[src/shared/adc_cfg_pkg.sv]
// Constants, types and delay table for the filter and offset configuration block
`default_nettype none
package adc_cfg_pkg;
   // Word indices; byte address is four times the index
   localparam logic [5:0] IDX_FILTER_SECTION_CONTROL = 6'h0A;
   localparam logic [5:0] IDX_FILTER_PIN_FUNCTION = 6'h0B;
   localparam logic [5:0] IDX_OFF_HIGH = 6'h0C;
   localparam logic [5:0] IDX_OFF_MID = 6'h0D;
   localparam logic [5:0] IDX_OFF_LOW = 6'h0E;
   localparam logic [5:0] IDX_CONTROL = 6'h20;
   // Reset values and writable masks
   localparam logic [7:0] FILTER_SECTION_CONTROL_RST = 8'h01;
   localparam logic [7:0] FILTER_PIN_FUNCTION_RST = 8'h01;
   localparam logic [7:0] OFFSET_RST = 8'h00;
   localparam logic [7:0] FILTER_SECTION_CONTROL_MASK = 8'h7F;
   localparam logic [7:0] FILTER_PIN_FUNCTION_MASK = 8'h03;
   // Field positions
   localparam int DELAY_LSB = 4;
   localparam int ORDER_BIT = 3;
   localparam int FIR2_BIT = 2;
   localparam int FIR3_BIT = 1;
   localparam int IIR_BIT = 0;
   localparam int START_BIT = 0;
   localparam int BUSY_BIT = 1;
   // Oversampling divisor as a right shift
   localparam logic [1:0] OSR_DIV1 = 2'h0;
   localparam logic [1:0] OSR_DIV2 = 2'h1;
   localparam logic [1:0] OSR_DIV4 = 2'h2;
   // Start delay in modulator periods; modulator rate is clock / 2
   localparam int CLK_PER_MOD = 2;
   localparam int DLY_MOD_1 = 4;
   localparam int DLY_MOD_2 = 8;
   localparam int DLY_MOD_3 = 16;
   localparam int DLY_MOD_4 = 32;
   localparam int DLY_MOD_5 = 128;
   localparam int DLY_MOD_6 = 512;
   localparam int DLY_MOD_7 = 1024;
   typedef logic [11:0] delay_count_t;
   localparam delay_count_t DLY_CYC_1 = delay_count_t'(DLY_MOD_1 * CLK_PER_MOD);
   localparam delay_count_t DLY_CYC_2 = delay_count_t'(DLY_MOD_2 * CLK_PER_MOD);
   localparam delay_count_t DLY_CYC_3 = delay_count_t'(DLY_MOD_3 * CLK_PER_MOD);
   localparam delay_count_t DLY_CYC_4 = delay_count_t'(DLY_MOD_4 * CLK_PER_MOD);
   localparam delay_count_t DLY_CYC_5 = delay_count_t'(DLY_MOD_5 * CLK_PER_MOD);
   localparam delay_count_t DLY_CYC_6 = delay_count_t'(DLY_MOD_6 * CLK_PER_MOD);
   localparam delay_count_t DLY_CYC_7 = delay_count_t'(DLY_MOD_7 * CLK_PER_MOD);
   typedef enum logic [1:0] {
      PIN_DATA_ONLY = 2'b00,
      PIN_DUAL = 2'b01,
      PIN_DUAL_CS_HIGH = 2'b10,
      PIN_RESERVED = 2'b11
   } pin_mode_t;
   typedef enum logic {
      T_IDLE = 1'b0,
      T_WAIT = 1'b1
   } timer_state_t;
   function automatic delay_count_t delay_cycles(input logic [2:0] code);
      case (code)
         3'h1: delay_cycles = DLY_CYC_1;
         3'h2: delay_cycles = DLY_CYC_2;
         3'h3: delay_cycles = DLY_CYC_3;
         3'h4: delay_cycles = DLY_CYC_4;
         3'h5: delay_cycles = DLY_CYC_5;
         3'h6: delay_cycles = DLY_CYC_6;
         3'h7: delay_cycles = DLY_CYC_7;
         default: delay_cycles = 12'h000;
      endcase
   endfunction : delay_cycles
endpackage : adc_cfg_pkg
`default_nettype wire

[src/shared/start_delay_if.sv]
// Link between register logic and the start delay timer
`timescale 1ns/1ps
`default_nettype none
interface start_delay_if;
   logic trigger;
   logic [2:0] delay_code;
   logic busy;
   logic conv_start;
   modport ctrl (output trigger, output delay_code, input busy, input conv_start);
   modport timer (input trigger, input delay_code, output busy, output conv_start);
endinterface : start_delay_if
`default_nettype wire

[src/rtl/adc_filter_offset_config.sv]
// Filter, pin function and offset configuration registers with start delay
//
// What this block does
// - Start delay code 0 none, else 4..1024 modulator periods of two clocks.
// - Delay is timed from start pin rising or start bit write.
// - Order bit 0 runs third FIR before IIR; 1 runs IIR first.
// - Filter bit 2 set bypasses the second FIR section.
// - Filter bit 1 set bypasses the third FIR section.
// - Filter bit 0 bypasses IIR section and resets to one.
// - Pin mode 00 carries serial data only; code 11 is refused.
// - Pin mode 01, the reset value, gives data plus data-ready.
// - Pin mode 10 as dual mode, plus data-ready while select high.
// - Offset word built from three bytes, lowest address most significant.
// - Offset word is two's complement, subtracted from each result.
// - Offset subtraction happens before gain scaling.
// - Oversampling ratio halves per bypassed FIR section, quarter for both.
//
// Chosen here: the Wishbone register port.
`timescale 1ns/1ps
`default_nettype none
module adc_filter_offset_config (
   // Clock and reset
   input wire logic sys_clk,
   input wire logic rst_n,
   // Wishbone slave
   input wire logic wb_cyc,
   input wire logic wb_stb,
   input wire logic wb_we,
   input wire logic [7:0] wb_adr,
   input wire logic [3:0] wb_sel,
   input wire logic [31:0] wb_wdata,
   output logic [31:0] wb_rdata,
   output logic wb_ack,
   // Start pin
   input wire logic start_pin,
   // Conversion data path
   input wire logic [23:0] conv_data,
   input wire logic conv_valid,
   output logic [23:0] pre_gain_data,
   output logic pre_gain_valid,
   // Filter control
   output logic section_order_select,
   output logic second_fir_bypass,
   output logic third_fir_bypass,
   output logic recursive_section_bypass,
   output logic [1:0] osr_shift,
   output logic conversion_start,
   // Shared serial output pin
   input wire logic cs_n,
   input wire logic sdo_bit,
   input wire logic shift_active,
   input wire logic drdy_n,
   output logic shared_out_ready_pin,
   output logic shared_out_ready_oe
);
   import adc_cfg_pkg::*;

   // ==========================================
   // Declarations
   logic [5:0] idx;
   logic bus_req;
   logic wr_take;
   logic next_ack;
   logic [31:0] next_rdata;
   logic [7:0] filter_section_control;
   logic [7:0] filter_pin_function;
   logic [7:0] off_high;
   logic [7:0] off_mid;
   logic [7:0] off_low;
   logic [7:0] next_filter_section_control;
   logic [7:0] next_filter_pin_function;
   logic [7:0] next_off_high;
   logic [7:0] next_off_mid;
   logic [7:0] next_off_low;
   logic start_prev;
   logic next_start_prev;
   logic start_wr;
   logic [1:0] next_osr_shift;
   logic next_pin;
   logic next_oe;
   pin_mode_t pin_mode;
   logic [23:0] offset_word;

   start_delay_if dly_bus ();

   // ==========================================
   // Bus decode
   assign idx = wb_adr[7:2];
   assign bus_req = wb_cyc && wb_stb;
   assign wr_take = bus_req && wb_we && wb_ack && wb_sel[0];

   always_comb begin
      next_ack = bus_req && !wb_ack;
      next_rdata = 32'h00000000;
      if (bus_req && !wb_ack && !wb_we) begin
         if (idx == IDX_FILTER_SECTION_CONTROL) begin
            next_rdata = {24'h000000, filter_section_control & FILTER_SECTION_CONTROL_MASK};
         end else if (idx == IDX_FILTER_PIN_FUNCTION) begin
            next_rdata = {24'h000000, filter_pin_function & FILTER_PIN_FUNCTION_MASK};
         end else if (idx == IDX_OFF_HIGH) begin
            next_rdata = {24'h000000, off_high};
         end else if (idx == IDX_OFF_MID) begin
            next_rdata = {24'h000000, off_mid};
         end else if (idx == IDX_OFF_LOW) begin
            next_rdata = {24'h000000, off_low};
         end else if (idx == IDX_CONTROL) begin
            next_rdata = {30'h0, dly_bus.busy, 1'b0};
         end else begin
            next_rdata = 32'h00000000;
         end
      end
   end

   always_ff @(posedge sys_clk or negedge rst_n) begin
      if (!rst_n) begin
         wb_ack <= 1'b0;
         wb_rdata <= 32'h00000000;
      end else begin
         wb_ack <= next_ack;
         wb_rdata <= next_rdata;
      end
   end

   // ==========================================
   // Configuration registers
   always_comb begin
      next_filter_section_control = filter_section_control;
      next_filter_pin_function = filter_pin_function;
      next_off_high = off_high;
      next_off_mid = off_mid;
      next_off_low = off_low;
      if (wr_take) begin
         if (idx == IDX_FILTER_SECTION_CONTROL) begin
            next_filter_section_control = wb_wdata[7:0] & FILTER_SECTION_CONTROL_MASK;
         end else if (idx == IDX_FILTER_PIN_FUNCTION) begin
            if (wb_wdata[1:0] != PIN_RESERVED) begin
               next_filter_pin_function = wb_wdata[7:0] & FILTER_PIN_FUNCTION_MASK;
            end
         end else if (idx == IDX_OFF_HIGH) begin
            next_off_high = wb_wdata[7:0];
         end else if (idx == IDX_OFF_MID) begin
            next_off_mid = wb_wdata[7:0];
         end else if (idx == IDX_OFF_LOW) begin
            next_off_low = wb_wdata[7:0];
         end
      end
   end

   always_ff @(posedge sys_clk or negedge rst_n) begin
      if (!rst_n) begin
         filter_section_control <= FILTER_SECTION_CONTROL_RST;
         filter_pin_function <= FILTER_PIN_FUNCTION_RST;
         off_high <= OFFSET_RST;
         off_mid <= OFFSET_RST;
         off_low <= OFFSET_RST;
      end else begin
         filter_section_control <= next_filter_section_control;
         filter_pin_function <= next_filter_pin_function;
         off_high <= next_off_high;
         off_mid <= next_off_mid;
         off_low <= next_off_low;
      end
   end

   assign section_order_select = filter_section_control[ORDER_BIT];
   assign second_fir_bypass = filter_section_control[FIR2_BIT];
   assign third_fir_bypass = filter_section_control[FIR3_BIT];
   assign recursive_section_bypass = filter_section_control[IIR_BIT];
   assign pin_mode = pin_mode_t'(filter_pin_function[1:0]);
   assign offset_word = {off_high, off_mid, off_low};

   // ==========================================
   // Start trigger and oversampling divisor
   assign start_wr = wr_take && idx == IDX_CONTROL && wb_wdata[START_BIT];

   always_comb begin
      next_start_prev = start_pin;
      case ({second_fir_bypass, third_fir_bypass})
         2'b11: next_osr_shift = OSR_DIV4;
         2'b10: next_osr_shift = OSR_DIV2;
         2'b01: next_osr_shift = OSR_DIV2;
         default: next_osr_shift = OSR_DIV1;
      endcase
   end

   always_ff @(posedge sys_clk or negedge rst_n) begin
      if (!rst_n) begin
         start_prev <= 1'b0;
         osr_shift <= OSR_DIV1;
      end else begin
         start_prev <= next_start_prev;
         osr_shift <= next_osr_shift;
      end
   end

   assign dly_bus.trigger = (start_pin && !start_prev) || start_wr;
   assign dly_bus.delay_code = filter_section_control[DELAY_LSB +: 3];
   assign conversion_start = dly_bus.conv_start;

   start_delay_timer u_timer (
      .sys_clk(sys_clk),
      .rst_n(rst_n),
      .dly(dly_bus.timer)
   );

   // ==========================================
   // Offset path
   offset_subtract u_offset (
      .sys_clk(sys_clk),
      .rst_n(rst_n),
      .conv_data(conv_data),
      .conv_valid(conv_valid),
      .offset_word(offset_word),
      .pre_gain_data(pre_gain_data),
      .pre_gain_valid(pre_gain_valid)
   );

   // ==========================================
   // Shared output pin
   always_comb begin
      next_pin = 1'b1;
      next_oe = 1'b0;
      case (pin_mode)
         PIN_DATA_ONLY: begin
            next_oe = !cs_n;
            next_pin = sdo_bit;
         end
         PIN_DUAL: begin
            next_oe = !cs_n;
            next_pin = shift_active ? sdo_bit : drdy_n;
         end
         PIN_DUAL_CS_HIGH: begin
            next_oe = 1'b1;
            if (cs_n) begin
               next_pin = drdy_n;
            end else begin
               next_pin = shift_active ? sdo_bit : drdy_n;
            end
         end
         default: begin
            next_oe = 1'b0;
            next_pin = 1'b1;
         end
      endcase
   end

   always_ff @(posedge sys_clk or negedge rst_n) begin
      if (!rst_n) begin
         shared_out_ready_pin <= 1'b1;
         shared_out_ready_oe <= 1'b0;
      end else begin
         shared_out_ready_pin <= next_pin;
         shared_out_ready_oe <= next_oe;
      end
   end
endmodule : adc_filter_offset_config
`default_nettype wire

[src/rtl/offset_subtract.sv]
// Offset subtraction ahead of the gain stage, saturating to 24 bits
`timescale 1ns/1ps
`default_nettype none
module offset_subtract (
   // Clock and reset
   input wire logic sys_clk,
   input wire logic rst_n,
   // Conversion input and offset
   input wire logic [23:0] conv_data,
   input wire logic conv_valid,
   input wire logic [23:0] offset_word,
   // Toward gain stage
   output logic [23:0] pre_gain_data,
   output logic pre_gain_valid
);
   logic [24:0] diff;
   logic [23:0] next_data;

   // ==========================================
   // Subtract and clamp
   always_comb begin
      diff = {conv_data[23], conv_data} - {offset_word[23], offset_word};
      next_data = pre_gain_data;
      if (conv_valid) begin
         if (diff[24] != diff[23]) begin
            next_data = diff[24] ? 24'h800000 : 24'h7FFFFF;
         end else begin
            next_data = diff[23:0];
         end
      end
   end

   always_ff @(posedge sys_clk or negedge rst_n) begin
      if (!rst_n) begin
         pre_gain_data <= 24'h000000;
         pre_gain_valid <= 1'b0;
      end else begin
         pre_gain_data <= next_data;
         pre_gain_valid <= conv_valid;
      end
   end
endmodule : offset_subtract
`default_nettype wire

[src/rtl/start_delay_timer.sv]
// Start delay timer counting modulator periods before the first conversion
`timescale 1ns/1ps
`default_nettype none
module start_delay_timer (
   // Clock and reset
   input wire logic sys_clk,
   input wire logic rst_n,
   // Control link
   start_delay_if.timer dly
);
   import adc_cfg_pkg::*;
   timer_state_t state;
   timer_state_t next_state;
   delay_count_t cnt;
   delay_count_t next_cnt;
   logic next_start;

   // ==========================================
   // Countdown
   always_comb begin
      next_state = state;
      next_cnt = cnt;
      next_start = 1'b0;
      if (dly.trigger) begin
         if (dly.delay_code == 3'h0) begin
            next_start = 1'b1;
            next_state = T_IDLE;
         end else begin
            next_cnt = delay_cycles(dly.delay_code) - 12'h001;
            next_state = T_WAIT;
         end
      end else begin
         case (state)
            T_WAIT: begin
               if (cnt == 12'h001) begin
                  next_start = 1'b1;
                  next_state = T_IDLE;
               end else begin
                  next_cnt = cnt - 12'h001;
               end
            end
            default: begin
               next_state = T_IDLE;
            end
         endcase
      end
   end

   always_ff @(posedge sys_clk or negedge rst_n) begin
      if (!rst_n) begin
         state <= T_IDLE;
         cnt <= 12'h000;
         dly.conv_start <= 1'b0;
      end else begin
         state <= next_state;
         cnt <= next_cnt;
         dly.conv_start <= next_start;
      end
   end

   assign dly.busy = (state == T_WAIT);
endmodule : start_delay_timer
`default_nettype wire

[config.mk]
export PLATFORM = sky130hd
export DESIGN_NAME = adc_filter_offset_config
export DESIGN_NICKNAME = d
export VERILOG_FILES = /design/src/shared/adc_cfg_pkg.sv /design/src/shared/start_delay_if.sv /design/src/rtl/adc_filter_offset_config.sv /design/src/rtl/offset_subtract.sv /design/src/rtl/start_delay_timer.sv
export SDC_FILE = /design/constraint.sdc
export NUM_CORES = 1
export LEC_CHECK = 0
export BUFFER_PORTS_ARGS = -buffer_cell sky130_fd_sc_hd__clkbuf_2
export CAP_MARGIN = 20
export CORE_UTILIZATION = 24
export CTS_CLUSTER_DIAMETER = 50
export CTS_CLUSTER_SIZE = 25
export DETAILED_ROUTE_END_ITERATION = 10
export GPL_TIMING_DRIVEN = 0
export SLEW_MARGIN = 20
export SYNTH_ARGS = -nofsm -noshare
export SYNTH_HDL_FRONTEND = slang
export SYNTH_SLANG_ARGS = --single-unit
[constraint.sdc]
create_clock -name sys_clk -period 4 [get_ports sys_clk]
set_clock_uncertainty 0.15 [all_clocks]
set_input_delay 1 -clock sys_clk [delete_from_list [all_inputs] [get_ports sys_clk]]
set_output_delay 1 -clock sys_clk [all_outputs]
set_load 0.01 [all_outputs]
==> results.txt, run 1 <==
status - completed
Hold Fails Final Rpt - 0
final setup violation count - 0
Core ar. - 22800 um2
Final GP Congestion - 0.808
fin. max-slew vios - 0
M1 GR Usage - 17.1%
largest cells by area after synthesis - dfrtp_1 37%, ha_1 6.2%, a21oi_1 5.1%, mux2_2 4.8%, o22ai_2 4.2%
Pwr Total - 2380 uW
hold crit path type - reg -> reg
wire per inst - 14.4 um
end of the worst register-to-register path - u_offset.pre_gain_data[19]
largest net degree at the start of global routing - 87
DRC - 0
gr ovfl total - 0
initial antenna violation count - 0
ANT cells - 0
ys flop type - dfrtp_1
layout cells sized above 1 - 26.4%
WL final - 15200 um
clk_lat worst skew - 0.34 ns
DR iter-0 viols - 238
Peak VDD IR - 0.000193 V
hold-fix buffers at CTS - 0
Switch Pwr - 699 uW
drt pass-1 iters - 4
maxcap violations - 0
DIE AREA - 24100 um2
clock network power share - 38.7%
Final Instance Area - 6910 um2
Fmax - 0.270 GHz
Worst slew margin - 49.1%
top-count cell post-synth - dfrtp_1
Die Width - 155 um
P_int - 1680 uW
CTS max path bufs - 2
CTS tree - yes
hold path cells - 1
grt met3 use - 2.28%
CTS root buffer - clkbuf_16
worst path cell trace - clkbuf_2, inv_1, ha_1, inv_1, fa_1, a211oi_2, nor3_1, nor3_1, o21ai_1, nand3_1, a22oi_2, clkbuf_1, a21oi_1, o22ai_2
ANT nets after route - 0
H-tree depth - 3
Mapped Cells - 612
vias per cell - 4.47
reg-to-reg setup timing slack - 0.67 ns
Crit Path Max Fanout - 10
cts repair resizes - 0
Largest stage delay, worst path - 0.48 ns
CTS buffer count - 9
crit end category - flip-flop
CTS sink cnt - 86
Worst Max-Slew Pin Slew - 0.759 ns
busiest grt layer - met2
delay-heaviest family, CP - compound AO/OA/AOI/OAI gates
Starting Density - 24.7%
Cell Pwr Density - 345 nW/um2
Ys Warns - 0
Comb power frac - 20.3%
reg2reg path depth - 12
number of global-route vias before repair - 4423
CP Capture Point - u_offset.pre_gain_data[19]
Layout area overhead - 22.4%
Critical Path RT - 4.06 ns
Crit. path cell count - 14
sw frac - 29.3%
worst setup path start - conv_data[0]
I/O Buffers - 91
post-synth top area cell - dfrtp_1
sequential fraction of the synthesis area - 38.2%
met2 track demand over resource - 19.8%
Top Ports - 146
first-pass GRT wire length - 23600 um
Placed Area - 6590 um2
ys async rst share - 100%
number of enable flip-flop cells after synthesis - 0
Post-Syn Area per Cell - 9.22 um2
Leak - 0.00334 uW
Period minus WS final - 3.70 ns
Post-CTS Setup Inserts - 0
final net count - 845
final period utilization - 92.4%
chip height - 155 um
WP buf/inv - 4
All-Layer GR Usage - 12.6%
unrepaired setup endpoints after global routing - false
post-synth top area share - 36.8%
CP arrival - 3.76 ns
DP HPWL - 12000 um
Unique masters post-synth - 69
Synth top cells by count - 83 x dfrtp_1, 61 x inv_1, 58 x a21oi_1
Sequential Power Share - 41.0%
#FFs+latches synth - 86
mapped cell area - 5650 um2
RR Startpoint - off_low[0]
row cnt - 55
Clk pin slew, worst setup/hold paths - 0.07 ns
via count - 4720
Setup CP Type - in -> reg
CP max-delay cell - nor3_1
CP Launch Type - input pin
[power by group through the flow]
stage	Combinational, uW	Sequential (uW)	Clock [uW]
3_3_place_gp	484	993	0
4_1_cts	490	977	940
5_1_grt	542	985	977
2_1_floorplan	314	1000	0
6_report	485	977	921
3_5_place_dp	488	993	0
[sequential cells by signal, summed over array words and instances, names as in the netlist, 2 cells and up]
| register | flops |
|---|---|
| u_offset.pre_gain_data | 24 |
| u_timer.cnt | 12 |
| off_high | 8 |
| off_low | 8 |
| off_mid | 8 |
| wb_rdata | 8 |
| filter_section_control | 7 |
| filter_pin_function | 2 |
| osr_shift | 2 |
[worst min path at each step]
stage	from	to
2_1_floorplan	u_timer.cnt[4]	u_timer.cnt[4]
3_3_place_gp	wb_ack	wb_ack
3_5_place_dp	wb_ack	wb_ack
4_1_cts	wb_ack	wb_ack
5_1_grt	wb_ack	wb_ack
6_report	wb_ack	wb_ack
[per-layer routing]
metal	up-vias	share of wire, %	routed length (um)
li1	2383	-	-
met2	98	46	6990
met1	2221	49	7370
met4	0	1.9	289
met5	-	0	0
met3	18	3.5	526
[metrics by stage]
| stage | instances | utilization, % | hold slack, ns | setup TNS (ns) | worst slack, ns |
|---|---|---|---|---|---|
| floorplan | 635 | - | 0.321 | 0 | 0.539 |
| finish | 1055 | 30.2 | 0.352 | 0 | 0.303 |
| CTS | 1055 | 30.2 | 0.350 | 0 | 0.287 |
| global route | 1055 | 30.2 | 0.369 | 0 | 0.00825 |
| detailed placement | 1039 | 28.8 | 0.335 | -0.299 | -0.0771 |
| global placement | 1039 | 28.8 | 0.312 | -0.305 | -0.0732 |
[cell usage in the layout, fill, tap and decap left out, types with 15 or more instances in the layout]
cell type	instances
dfrtp_1	83
o22ai_2	19
mux2_2	24
o21ai_0	31
nor2_1	47
inv_1	61
nand2_1	36
ha_1	28
clkbuf_2	90
nand3_1	15
a21oi_1	58
conb_1	24
buf_4	25
[logic make-up after synthesis]
logic type	Yosys count	share of synthesized area (%)
buf+inv	110	9.38
flops	86	38.2
other cells	1	0.0664
compound gates	182	23.2
xor+xnor	20	3.10
simple gates	150	13.0
fa+ha+maj	29	6.56
mux	34	6.56
[worst reg2reg max path, cell delays in order (launching register included)]
cell and delay, ns:
dfrtp_1 0.41, ha_1 0.19, inv_1 0.05, fa_1 0.44, a211oi_2 0.24, nor3_1 0.11
nor3_1 0.48, o21ai_1 0.20, nand3_1 0.13, a22oi_2 0.15, clkbuf_1 0.30, a21oi_1 0.27
o22ai_2 0.08
[final cells by class]
cell class / count / area [um2]
plain buffers: 48 / 297
multi-input cells: 439 / 3050
flip-flops and latches: 86 / 2160
well taps: 313 / 392
inverters: 62 / 233
repair buffers: 91 / 464
clock inverters: 6 / 91.3
clock buffers: 10 / 229
fillers: 2481 / 15900
No activity file was read; power rests on OpenSTA's default activity.
==> run 2, diff against run 1 <==
Settings changed: BUFFER_PORTS_ARGS -buffer_cell sky130_fd_sc_hd__clkbuf_2 to -buffer_cell sky130_fd_sc_hd__buf_2.
==> results.txt, run 2 (synthesis gave the netlist of run 1 again) <==
status - completed
H-tree depth - 3 (unchanged)
most frequent cells in the layout - 96 x buf_2, 83 x dfrtp_1, 61 x inv_1, 58 x a21oi_1, 47 x nor2_1
Core ar. - 22800 um2 (unchanged)
fin. max-slew vios - 0 (unchanged)
Worst Max-Slew Pin Slew - 0.785 ns (+0.0263 ns)
Top reg by flops - u_offset.pre_gain_data
Period minus WS final - 3.68 ns (-0.0124 ns)
most common cell after layout, fill and taps aside - buf_2
layout cells sized above 1 - 26.6% (+0.23 points)
Setup CP Type - in -> reg
cts repair resizes - 0 (unchanged)
ANT nets after route - 0 (unchanged)
worst setup margin - 0.315 ns (+0.0124 ns)
drt pass-1 iters - 5 (+1)
Leak - 0.00337 uW (+0.66%)
Die Width - 155 um (unchanged)
Hold Fails Final Rpt - 0 (unchanged)
Post-CTS Setup Inserts - 0 (unchanged)
CP arrival - 3.74 ns (-0.02 ns)
chip height - 155 um (unchanged)
M1 GR Usage - 17.1% (-0.043 points)
met2 track demand over resource - 20.8% (+1.0 points)
I/O Buffers - 91 (unchanged)
row cnt - 55 (unchanged)
crit end category - flip-flop
hold-fix buffers at CTS - 0 (unchanged)
DR iter-0 viols - 195 (-18%)
Crit Path Max Fanout - 10 (unchanged)
All-Layer GR Usage - 12.8% (+0.29 points)
final period utilization - 92.1% (-0.31 points)
Starting Density - 24.7% (unchanged)
RR Startpoint - off_low[0]
grt met3 use - 2.17% (-0.11 points)
Worst slew margin - 47.3% (-1.8 points)
number of cells after detailed placement - 1040 (+0.096%)
first-pass GRT wire length - 24100 um (+2.3%)
DP HPWL - 12100 um (+0.64%)
final setup violation count - 0 (unchanged)
busiest grt layer - met2
CTS tree - yes
Fmax - 0.271 GHz (+0.34%)
hold crit path type - in -> async
CTS buffer count - 9 (unchanged)
DIE AREA - 24100 um2 (unchanged)
Final GP Congestion - 0.822 (+1.8%)
vias per cell - 4.45 (-0.58%)
Critical Path RT - 4.06 ns (about the same)
Peak VDD IR - 0.000170 V (-12%)
clk_lat worst skew - 0.35 ns (about the same)
Clk pin slew, worst setup/hold paths - 0.07 ns (about the same)
worst setup path start - conv_data[0]
CP Launch Type - input pin
largest net degree at the start of global routing - 77 (-11%)
number of global-route vias before repair - 4532 (+2.5%)
Layout area overhead - 23.1%
maxcap violations - 0 (unchanged)
max FFs per register - 24 (unchanged)
worst slack, placed - -0.0699 ns (+0.00720 ns)
wire per inst - 14.5 um (+0.58%)
initial antenna violation count - 1 (+1)
Non-Filler Instances - 1058 (+0.28%)
CTS sink cnt - 86 (unchanged)
CTS root buffer - clkbuf_16
DRC - 0 (unchanged)
via count - 4706 (-0.30%)
WL final - 15300 um (+0.86%)
Top Ports - 146 (unchanged)
final net count - 846 (+0.12%)
unrepaired setup endpoints after global routing - false
Top Registers - u_offset.pre_gain_data (24), u_timer.cnt (12)
CTS max path bufs - 2 (unchanged)
Cell Pwr Density - 346 nW/um2 (+0.32%)
gr ovfl total - 0 (unchanged)
-- run 2: changes by cell type in the layout (fill, tap and decap cells not counted), sizes merged --
cell / change
buf: +92
clkbuf: -92
diode: +2
inv: +1
-- run 2: power breakdown --
group	total, uW	switching (uW)	internal, uW
registers	976	45.1	931
logic	489	285	203
clock network	940	381	559
-- run 2: path summary, 6_finish.rpt --
path,endpoint,slack (ns),cells after the start
max in group asynchronous,shared_out_ready_pin,2.76,2
worst max register to register,u_offset.pre_gain_data[19],0.69,12
worst min register to register,wb_ack,0.33,1
min in group sys_clk,wb_ack,0.33,1
worst max-delay path,u_offset.pre_gain_data[19],0.32,14
worst min-delay path,u_timer.cnt[2],0.30,1
-- run 2: worst max-delay path, cell delays in order --
cell      delay [ns]
buf_2           0.09
inv_1           0.06
ha_1            0.16
inv_1           0.05
fa_1            0.43
a211oi_2        0.24
nor3_1          0.11
nor3_1          0.46
o21ai_1         0.20
nand3_1         0.13
a22oi_2         0.14
clkbuf_1        0.31
a21oi_1         0.26
o22ai_2         0.08
-- run 2: metrics by stage --
stage | util (%) | power [uW] | area [um2] | setup TNS (ns) | hold WS (ns)
after floorplan | - | 1310 | 5730 | 0 | 0.321
final | 30.4 | 2400 | 6950 | 0 | 0.301
after detailed placement | 28.9 | 1480 | 6610 | -0.312 | 0.322
after global routing | 30.4 | 2520 | 6940 | 0 | 0.296
after global placement | 28.8 | 1480 | 6580 | -0.802 | 0.307
after CTS | 30.4 | 2430 | 6940 | 0 | 0.293
-- run 2: area by class of cell --
| class | instances | area (um2) |
|---|---|---|
| Fill cell | 2473 | 15900 |
| Clock inverter | 7 | 105 |
| Antenna cell | 2 | 5.00 |
| Timing Repair Buffer | 92 | 489 |
| Tap cell | 313 | 392 |
| Buffer | 48 | 297 |
| Sequential cell | 86 | 2160 |
| Multi-Input combinational cell | 439 | 3050 |
| Clock buffer | 9 | 225 |
| Inverter | 62 | 233 |
-- run 2: metal layers --
metal	vias up	routed length, um
met5	-	0
met4	0	323
met3	17	679
met2	95	7180
met1	2219	7130
li1	2375	-
